## src/logic/wdc_consts.svh

```systemverilog
`ifndef WDC_CONSTS_SVH
`define WDC_CONSTS_SVH

// Register byte offsets on the bus
`define WDC_OFF_WD_CONTROL  12'h0d8
`define WDC_OFF_IRQ_ENABLE  12'h0e8
`define WDC_OFF_IRQ_PRIO    12'h0f8
`define WDC_OFF_TIMED_ACC   12'h0c4

// Watchdog control field positions
`define WDC_BIT_BAUD_DBL    7
`define WDC_BIT_PWR_ON      6
`define WDC_BIT_IRQ_FLAG    3
`define WDC_BIT_RST_CAUSE   2
`define WDC_BIT_RST_EN      1
`define WDC_BIT_RESTART     0

// Interrupt enable and priority field positions
`define WDC_BIT_WD_IRQ_EN   4
`define WDC_BIT_WD_IRQ_PRI  4
`define WDC_IRQ_LOW_MSB     4
`define WDC_IRQ_EN_RSV      3'h7
`define WDC_IRQ_PRI_RSV     3'h0

// Reset values
`define WDC_IRQ_LOW_RST     5'h00

// Timed access keys and window
`define WDC_TA_KEY_FIRST    8'haa
`define WDC_TA_KEY_SECOND   8'h55
`define WDC_TA_WINDOW       8'h10

// Timing counts in clk_sys cycles
`define WDC_RST_DELAY       512
`define WDC_WD_PERIOD_DEF   131072

`endif

```

## src/logic/wdc_pkg.sv

```systemverilog
package wdc_pkg;

   typedef struct packed {
      logic        psel;
      logic        penable;
      logic        pwrite;
      logic [11:0] paddr;
      logic [31:0] pwdata;
   } wdc_apb_req_t;

   typedef struct packed {
      logic [31:0] prdata;
      logic        pready;
      logic        pslverr;
   } wdc_apb_rsp_t;

   typedef enum logic [1:0] {
      TA_IDLE,
      TA_ARMED,
      TA_OPEN
   } wdc_ta_state_t;

endpackage

```

## src/logic/wdc_top.sv

```systemverilog
// Functional notes
// - Power-up sets the power-on flag.
// - Power-on flag stays set until software writes it clear.
// - Watchdog time-out sets the watchdog interrupt flag.
// - Interrupt flag stays set until software or a reset clears it.
// - Watchdog-caused reset sets the reset cause flag; software clears it.
// - Power-fail reset clears the reset cause flag.
// - With reset enable at 0 the watchdog never touches the cause flag.
// - Reset enable bit arms the watchdog's device reset.
// - Restart bit restarts the watchdog count and clears itself.
// - Time-out raises interrupt; with reset enabled, reset follows 512 clocks later.
// - External reset loads control with 0x000xx0, x bits kept.
// - Cause flag set by watchdog reset, cleared by power resets, kept by external.
// - Power-on, reset enable, irq flag, restart need timed access; others free.
// - Baud-doubling bit doubles second serial port rate in modes 1-3.
// - Interrupt enable bit 4 gates the watchdog interrupt request.
// - Top three interrupt enable bits read as 1.
// - Priority bit 4 selects watchdog interrupt priority; top three reserved.
`timescale 1ns/1ps
`default_nettype none
`include "wdc_consts.svh"

module wdc_top #(
   parameter int WD_PERIOD = `WDC_WD_PERIOD_DEF
) (
   input  wire logic                  clk_sys,
   input  wire logic                  rst,
   input  wire wdc_pkg::wdc_apb_req_t apbReq,
   output wdc_pkg::wdc_apb_rsp_t      apbRsp,
   input  wire logic                  extRst,
   input  wire logic                  pwrFailRst,
   output logic                       wdResetOut,
   output logic                       wdIrqReq,
   output logic                       wdIrqPriority,
   output logic                       serial1BaudDoubler
);
   import wdc_pkg::*;

   localparam int CNT_W = $clog2(WD_PERIOD);
   localparam int DLY_W = $clog2(`WDC_RST_DELAY);
   localparam logic [CNT_W-1:0] CNT_LAST = CNT_W'(WD_PERIOD - 1);
   localparam logic [DLY_W-1:0] DLY_LAST = DLY_W'(`WDC_RST_DELAY - 1);

   if (WD_PERIOD < 2) begin : g_chk
      $error("WD_PERIOD must be at least 2");
   end

   if (`WDC_RST_DELAY < 2) begin : g_chk_dly
      $error("reset delay must be at least 2");
   end

   if (`WDC_TA_WINDOW == 8'h00) begin : g_chk_win
      $error("timed access window must not be empty");
   end

   function automatic logic addrHit(input logic [11:0] addr,
                                    input logic [11:0] off);
      addrHit = (addr == off);
   endfunction

   // Key byte written to the timed access register
   function automatic logic keyHit(input logic       take,
                                   input logic       hit,
                                   input logic [7:0] data,
                                   input logic [7:0] key);
      keyHit = take & hit & (data == key);
   endfunction

   // Bus decode
   logic            accessPh;
   logic            setupPh;
   logic            wrTake;
   logic            hitCtl;
   logic            hitIe;
   logic            hitIp;
   logic            hitTa;
   logic            mapped;
   logic            wrCtl;
   logic            wrCtlProt;
   logic            wrIe;
   logic            wrIp;
   logic            taOpen;
   logic [7:0]      wByte;

   // Control bits
   logic            baudDbl_r;
   logic            pwrOn_r;
   logic            irqFlag_r;
   logic            rstCause_r;
   logic            rstEn_r;
   logic            restart_r;
   logic [4:0]      irqEnLow_r;
   logic [4:0]      irqPriLow_r;

   // Timed access
   wdc_ta_state_t   taState_r;
   wdc_ta_state_t   taState_nxt;
   logic [7:0]      taCnt_r;

   // Watchdog engine
   logic [CNT_W-1:0] wdCnt_r;
   logic             timeout;
   logic             restartReq;
   logic             dlyActive_r;
   logic [DLY_W-1:0] dlyCnt_r;
   logic             wdFire;
   logic             sysRst;
   logic             evtRst;
   logic             wdResetOut_r;

   logic [31:0]     prdata_r;
   logic [7:0]      rdByte;
   logic [7:0]      ctlByte;
   logic [7:0]      ieByte;
   logic [7:0]      ipByte;

   assign setupPh   = apbReq.psel & ~apbReq.penable;
   assign accessPh  = apbReq.psel & apbReq.penable;
   assign wrTake    = accessPh & apbReq.pwrite;
   assign hitCtl    = addrHit(apbReq.paddr, `WDC_OFF_WD_CONTROL);
   assign hitIe     = addrHit(apbReq.paddr, `WDC_OFF_IRQ_ENABLE);
   assign hitIp     = addrHit(apbReq.paddr, `WDC_OFF_IRQ_PRIO);
   assign hitTa     = addrHit(apbReq.paddr, `WDC_OFF_TIMED_ACC);
   assign mapped    = hitCtl | hitIe | hitIp | hitTa;
   assign wByte     = apbReq.pwdata[7:0];
   assign wrCtl     = wrTake & hitCtl;
   assign wrIe      = wrTake & hitIe;
   assign wrIp      = wrTake & hitIp;
   assign taOpen    = (taState_r == TA_OPEN);
   // Protected bits only move inside the open window
   assign wrCtlProt = wrCtl & taOpen;

   // Zero-wait slave; unmapped addresses answer with an error
   assign apbRsp = '{
      prdata:  prdata_r,
      pready:  1'b1,
      pslverr: accessPh & ~mapped
   };

   // Reset events from outside the block
   assign evtRst = extRst | pwrFailRst;

   // Any reset that reaches the whole device besides power-on
   assign sysRst = evtRst | wdFire;

   // Timed access sequencer
   always_comb begin
      taState_nxt = taState_r;
      case (taState_r)
         TA_IDLE: begin
            if (keyHit(wrTake, hitTa, wByte, `WDC_TA_KEY_FIRST)) begin
               taState_nxt = TA_ARMED;
            end
         end
         TA_ARMED: begin
            if (wrTake) begin
               if (keyHit(wrTake, hitTa, wByte, `WDC_TA_KEY_SECOND)) begin
                  taState_nxt = TA_OPEN;
               end else begin
                  taState_nxt = TA_IDLE;
               end
            end
         end
         TA_OPEN: begin
            // One protected write per key pair; last window cycle closes it
            if (wrCtl || taCnt_r == 8'h01) begin
               taState_nxt = TA_IDLE;
            end
         end
         default: begin
            taState_nxt = TA_IDLE;
         end
      endcase
   end

   always_ff @(posedge clk_sys or posedge rst) begin
      if (rst) begin
         taState_r <= TA_IDLE;
      end else if (sysRst) begin
         taState_r <= TA_IDLE;
      end else begin
         taState_r <= taState_nxt;
      end
   end

   always_ff @(posedge clk_sys or posedge rst) begin
      if (rst) begin
         taCnt_r <= 8'h00;
      end else if (taState_nxt == TA_OPEN && taState_r != TA_OPEN) begin
         taCnt_r <= `WDC_TA_WINDOW;
      end else if (taCnt_r != 8'h00) begin
         taCnt_r <= taCnt_r - 8'h01;
      end
   end

   // Restart request and its self-clearing bit
   assign restartReq = wrCtlProt & wByte[`WDC_BIT_RESTART];

   always_ff @(posedge clk_sys or posedge rst) begin
      if (rst) begin
         restart_r <= 1'b0;
      end else begin
         restart_r <= restartReq & ~sysRst;
      end
   end

   // Free-running time-out counter
   assign timeout = (wdCnt_r == CNT_LAST);

   always_ff @(posedge clk_sys or posedge rst) begin
      if (rst) begin
         wdCnt_r <= '0;
      end else if (sysRst || restartReq || timeout) begin
         wdCnt_r <= '0;
      end else begin
         wdCnt_r <= wdCnt_r + CNT_W'(1);
      end
   end

   // Delayed reset after time-out; a restart in the gap cancels it
   // An outside reset in the firing cycle wins, so no pulse follows it
   assign wdFire = dlyActive_r & (dlyCnt_r == DLY_LAST) & rstEn_r & ~evtRst;

   always_ff @(posedge clk_sys or posedge rst) begin
      if (rst) begin
         dlyActive_r <= 1'b0;
      end else if (sysRst || restartReq || !rstEn_r) begin
         dlyActive_r <= 1'b0;
      end else if (timeout) begin
         dlyActive_r <= 1'b1;
      end
   end

   always_ff @(posedge clk_sys or posedge rst) begin
      if (rst) begin
         dlyCnt_r <= '0;
      end else if (sysRst || restartReq || !rstEn_r || !dlyActive_r) begin
         dlyCnt_r <= '0;
      end else begin
         dlyCnt_r <= dlyCnt_r + DLY_W'(1);
      end
   end

   always_ff @(posedge clk_sys or posedge rst) begin
      if (rst) begin
         wdResetOut_r <= 1'b0;
      end else begin
         wdResetOut_r <= wdFire;
      end
   end

   // Power-on flag: power-up sets it, otherwise only protected software writes change it
   always_ff @(posedge clk_sys or posedge rst) begin
      if (rst) begin
         pwrOn_r <= 1'b1;
      end else if (wrCtlProt) begin
         pwrOn_r <= wByte[`WDC_BIT_PWR_ON];
      end
   end

   // Interrupt flag; a time-out beats a clearing write
   always_ff @(posedge clk_sys or posedge rst) begin
      if (rst) begin
         irqFlag_r <= 1'b0;
      end else if (sysRst) begin
         irqFlag_r <= 1'b0;
      end else if (timeout) begin
         irqFlag_r <= 1'b1;
      end else if (wrCtlProt) begin
         irqFlag_r <= wByte[`WDC_BIT_IRQ_FLAG];
      end
   end

   // Reset cause; external reset leaves it alone
   always_ff @(posedge clk_sys or posedge rst) begin
      if (rst) begin
         rstCause_r <= 1'b0;
      end else if (wdFire) begin
         rstCause_r <= 1'b1;
      end else if (pwrFailRst) begin
         rstCause_r <= 1'b0;
      end else if (wrCtl) begin
         rstCause_r <= wByte[`WDC_BIT_RST_CAUSE];
      end
   end

   // Reset enable survives every reset but power-on
   always_ff @(posedge clk_sys or posedge rst) begin
      if (rst) begin
         rstEn_r <= 1'b0;
      end else if (wrCtlProt) begin
         rstEn_r <= wByte[`WDC_BIT_RST_EN];
      end
   end

   always_ff @(posedge clk_sys or posedge rst) begin
      if (rst) begin
         baudDbl_r <= 1'b0;
      end else if (sysRst) begin
         baudDbl_r <= 1'b0;
      end else if (wrCtl) begin
         baudDbl_r <= wByte[`WDC_BIT_BAUD_DBL];
      end
   end

   // Interrupt enable and priority, low five bits stored
   always_ff @(posedge clk_sys or posedge rst) begin
      if (rst) begin
         irqEnLow_r <= `WDC_IRQ_LOW_RST;
      end else if (sysRst) begin
         irqEnLow_r <= `WDC_IRQ_LOW_RST;
      end else if (wrIe) begin
         irqEnLow_r <= wByte[`WDC_IRQ_LOW_MSB:0];
      end
   end

   always_ff @(posedge clk_sys or posedge rst) begin
      if (rst) begin
         irqPriLow_r <= `WDC_IRQ_LOW_RST;
      end else if (sysRst) begin
         irqPriLow_r <= `WDC_IRQ_LOW_RST;
      end else if (wrIp) begin
         irqPriLow_r <= wByte[`WDC_IRQ_LOW_MSB:0];
      end
   end

   // Read assembly
   always_comb begin
      ctlByte = 8'h00;
      ctlByte[`WDC_BIT_BAUD_DBL]  = baudDbl_r;
      ctlByte[`WDC_BIT_PWR_ON]    = pwrOn_r;
      ctlByte[`WDC_BIT_IRQ_FLAG]  = irqFlag_r;
      ctlByte[`WDC_BIT_RST_CAUSE] = rstCause_r;
      ctlByte[`WDC_BIT_RST_EN]    = rstEn_r;
      ctlByte[`WDC_BIT_RESTART]   = restart_r;
   end
   assign ieByte  = {`WDC_IRQ_EN_RSV, irqEnLow_r};
   assign ipByte  = {`WDC_IRQ_PRI_RSV, irqPriLow_r};

   always_comb begin
      rdByte = 8'h00;
      if (hitCtl) begin
         rdByte = ctlByte;
      end else if (hitIe) begin
         rdByte = ieByte;
      end else if (hitIp) begin
         rdByte = ipByte;
      end else if (hitTa) begin
         rdByte = {7'h00, taOpen};
      end
   end

   // Data captured in setup so the access phase sees a flop
   always_ff @(posedge clk_sys or posedge rst) begin
      if (rst) begin
         prdata_r <= 32'h0000_0000;
      end else if (setupPh && !apbReq.pwrite) begin
         prdata_r <= {24'h00_0000, rdByte};
      end
   end

   assign wdResetOut         = wdResetOut_r;
   assign wdIrqReq           = irqFlag_r & irqEnLow_r[`WDC_BIT_WD_IRQ_EN];
   assign wdIrqPriority      = irqPriLow_r[`WDC_BIT_WD_IRQ_PRI];
   assign serial1BaudDoubler = baudDbl_r;

endmodule

`default_nettype wire

```

## config.mk

```make
export PLATFORM = sky130hd
export DESIGN_NAME = wdc_top
export DESIGN_NICKNAME = d
export VERILOG_FILES = /design/src/logic/wdc_pkg.sv /design/src/logic/wdc_top.sv
export VERILOG_INCLUDE_DIRS = /design/src /design/src/logic
export SDC_FILE = /design/constraint.sdc
export NUM_CORES = 1
export LEC_CHECK = 0
export ABC_AREA = 1
export ABC_CLOCK_PERIOD_IN_PS = 2100
export BUFFER_PORTS_ARGS = -buffer_cell sky130_fd_sc_hd__buf_2
export CAP_MARGIN = 10
export CORE_MARGIN = 10
export CORE_UTILIZATION = 45
export DETAILED_ROUTE_END_ITERATION = 16
export PLACE_DENSITY = 0.76
export SLEW_MARGIN = 20
export SYNTH_ARGS = -nofsm -noshare
export SYNTH_HDL_FRONTEND = slang
export SYNTH_SLANG_ARGS = --single-unit
```

## constraint.sdc

```tcl
create_clock -name clk_sys -period 2.1 [get_ports clk_sys]
set_input_delay 0.42 -clock clk_sys [delete_from_list [all_inputs] [get_ports clk_sys]]
set_output_delay 0.42 -clock clk_sys [all_outputs]
set_load 0.005 [all_outputs]
```

==> metrics.txt <==
GR Overflow Total=0; Worst-path clk slew=60 ps; total track usage=between 10% and 20%; die footprint=0.0119 mm^2; worst vdd rail ir drop=~0.31 mV; minimum clock period after layout=about 2000 ps; Avg Cell Area, Syn=between 7 and 8 um^2; gate count of the mapped netlist=453; total power of the final layout=~2.5 mW; critical path class=flop to flop; combinational family with the most area after synthesis=simple AND/OR/NAND/NOR gates; total standard cell area after synthesis=roughly 0.0036 mm^2; synthesized-area fraction occupied by ao, oa, aoi and oai cells=~4.7%; remaining number of nets flagged by the antenna check after routing=0; die span in x=109 um; amount of wire on met3 after detailed routing=roughly 640 um; fraction of final layout cells sized beyond drive strength 1=22.4%; vias in the first global route=about 2800; top cells by area in the synthesized netlist=dfrtp_1 43%, nand2_1 8.9%, nor2_1 7.3%; total detailed-routing wirelength=about 7.7 mm; sinks on the clock net=62; total of endpoints with negative setup slack in the final report=0; pwr/cell area=about 610 mW/mm^2; num ports=slightly below 90; max-capacitance violation count=0; initial antenna violation count=2; post-synthesis register bit count=62; area grow syn2layout=16.6%; number of port buffers=39; final worst-path cycle share=95.7%; crit-path cells=ha_2 -> nand3_2 -> nor2_2 -> nand4_1 -> nor2_1 -> nand4_1 -> nor2_2 -> ha_2 -> inv_1 -> nand3_4 -> nor2_1; Worst Path Required=between 2000 and 2500 ps; FF-to-FF End=wdCnt_r[5]; most frequent standard cell in the layout excluding fill and tap cells=nand2_1; cell with the biggest individual delay on the critical path=dfrtp_1; Clock Tree Root=clkbuf_8; clock tree buffer depth=2; launching element type of the critical path=flop; sequential-to-total area share from yosys stat=a little over two fifths; arithmetic-cell share of the synthesized area counting full adders, half adders and majority gates=under 10%; total routed wire length on the met1 layer=about 3.4 mm; total of fill cells in the finished design=~700; wire length of the first global-routing pass=12.5 mm; xor and xnor fraction of the mapped netlist area=4.15%; pin count of the biggest net entering global routing=63; number of iterations in the first detailed-routing pass=4; clk_lat worst skew=roughly 340 ps; routed length on met2=3.57 mm; worst-path maximum fanout=17; drc violations=0; final number of hold-violating endpoints=0; Crit path largest cell delay=370 ps; maximum clock skew at final layout=~7 ps; leakage=just over 2 nW; area of the core region=~0.0077 mm^2; reg2reg setup slack=roughly 90 ps; path category of the worst min-delay check=primary input to asynchronous set/reset pin; area share of and/or/nand/nor cells after synthesis=between 30% and 40%; DR iter-0 viols=~160; number of synthesized flops with an enable pin=0; clock tree from TritonCTS=built; f_max=between 400 and 500 MHz; Fin Hold WS=approximately 130 ps; detailed-placement wirelength estimate=approximately 5.7 mm; Std-Cell Rows=32; max-slew violation total from the final report=0; highest routing layer actually used=met4; commonest register cell after synthesis=dfrtp_1; unrepaired setup endpoints after global routing=true; final estimated routing congestion in global placement=0.904; status=finished, final reports clean; die extent in y=approximately 110 um; number of buffers created by CTS=9; CTS HTree Levels=3; startpoint of the most critical register-to-register path=wdCnt_r[0]; Async SR Flop Fraction=between 90% and 100%; leading cell types in the layout, fill and taps excluded=84 x nand2_1, 67 x nor2_1, 61 x dfrtp_1; endpoint class of the critical path=flop; distinct cell type count of the synthesized netlist=34; post-synth top area share=42.6%; routed len/inst=about 12 um; total via count in the routed design=approximately 3000; number of cells on the worst reg-to-reg path=11; effective utilization at floorplan=46.4%; net total in the final layout=approximately 570; number of vias per cell=4.80; synth warn=0; multiplexer area fraction after synthesis=0%; post-synthesis cell type with the largest combined area=dfrtp_1; endpoint arrival time on the critical path=2220 ps
sequential cells by signal, indices dropped and copies added, names as in the netlist:
register,flops
irqFlag_r,1
taCnt_r,8
restart_r,1
serial1BaudDoubler,1
wdResetOut,1
rstCause_r,1
taState_r,2
wdCnt_r,17
pwrOn_r,1
prdata_r,8
dlyCnt_r,9
irqEnLow_r,5
irqPriLow_r,5
dlyActive_r,1
rstEn_r,1
logic make-up (layout without fill, tap and decap cells):
group                      Yosys count  count (layout)
AOI/OAI and AO/OA                   32              32
other                                2              27
xor gates and xnor gates            17              17
adders and majority gates            7               7
buffers and inverters               90             133
and+or+nand+nor                    243             243
DFF                                 62              62
cell type report:
cell class                 count  area [um^2]  share of cell area (%)
timing repair buffer          54          333                    7.96
timing repair inverter         1         7.51                   0.180
antenna                        2         5.00                   0.120
clock inverter                 3         40.0                   0.958
sequential                    62         1550                    37.2
multi-input combinational    324         1700                    40.7
inverter                      62          235                    5.63
clock buffer                  13          179                    4.28
tap                          102          128                    3.05
where the power goes:
| part | internal (mW) | switching (mW) |
|---|---|---|
| clock | 0.674 | 0.447 |
| combinational | 0.0662 | 0.126 |
| sequential | 1.21 | 0.00930 |
| total | 1.95 | 0.582 |
worst max-delay path by stage:
| stage | cells past startpoint | slack, ps | from | to |
|---|---|---|---|---|
| 2_1_floorplan | 1 | 140 | rst | dlyActive_r |
| 3_3_place_gp | 11 | 130 | wdCnt_r[0] | wdCnt_r[5] |
| 3_5_place_dp | 13 | 90 | dlyCnt_r[0] | wdCnt_r[5] |
| 4_1_cts | 15 | 60 | dlyCnt_r[0] | irqEnLow_r[2] |
| 5_1_grt | 15 | -90 | dlyCnt_r[0] | irqEnLow_r[4] |
| 6_report | 11 | 90 | wdCnt_r[0] | wdCnt_r[5] |
synthesized netlist by cell type (4+ instances only):
library cell / n
o21ai_0: 18
xor2_1: 15
nand3_1: 37
dfrtp_1: 61
nor2_2: 12
nor2_1: 70
nor3_1: 4
inv_2: 4
buf_4: 26
ha_1: 7
nand4_1: 15
nand2_1: 85
a21oi_1: 8
inv_1: 58
metrics by stage:
stage	util [%]	area, um^2	cells	setup TNS [ps]	worst slack [ps]
detailed placement	50.1	3870	599	0	85.4
global route	54.0	4180	622	-696	-89.8
global placement	50.1	3870	599	0	133
floorplan	-	3670	476	0	140
finish	54.1	4180	623	0	90.5
CTS	53.0	4090	615	0	55.1
worst max-delay path: cells and delay by family (launching register included):
family	cells	cell delay (ps)
buffers and inverters	1	80
flip-flops	1	370
adder cells (fa/ha/maj)	2	410
AND/OR/NAND/NOR	8	1030
layer usage:
metal  global-route usage (%)  up-vias
met3                     3.66       13
met2                     20.9       91
met5                        0        -
li1                         -     1508
met1                     15.7     1379
met4                     7.25        0
what timing repair did:
action                                  in CTS  in global routing
hold buffers                                 0                  0
resized for setup                            0                 14
endpoints found under the setup margin       0                 38
buffers inserted                             0                  5
Power figures use the tool's default switching activity.
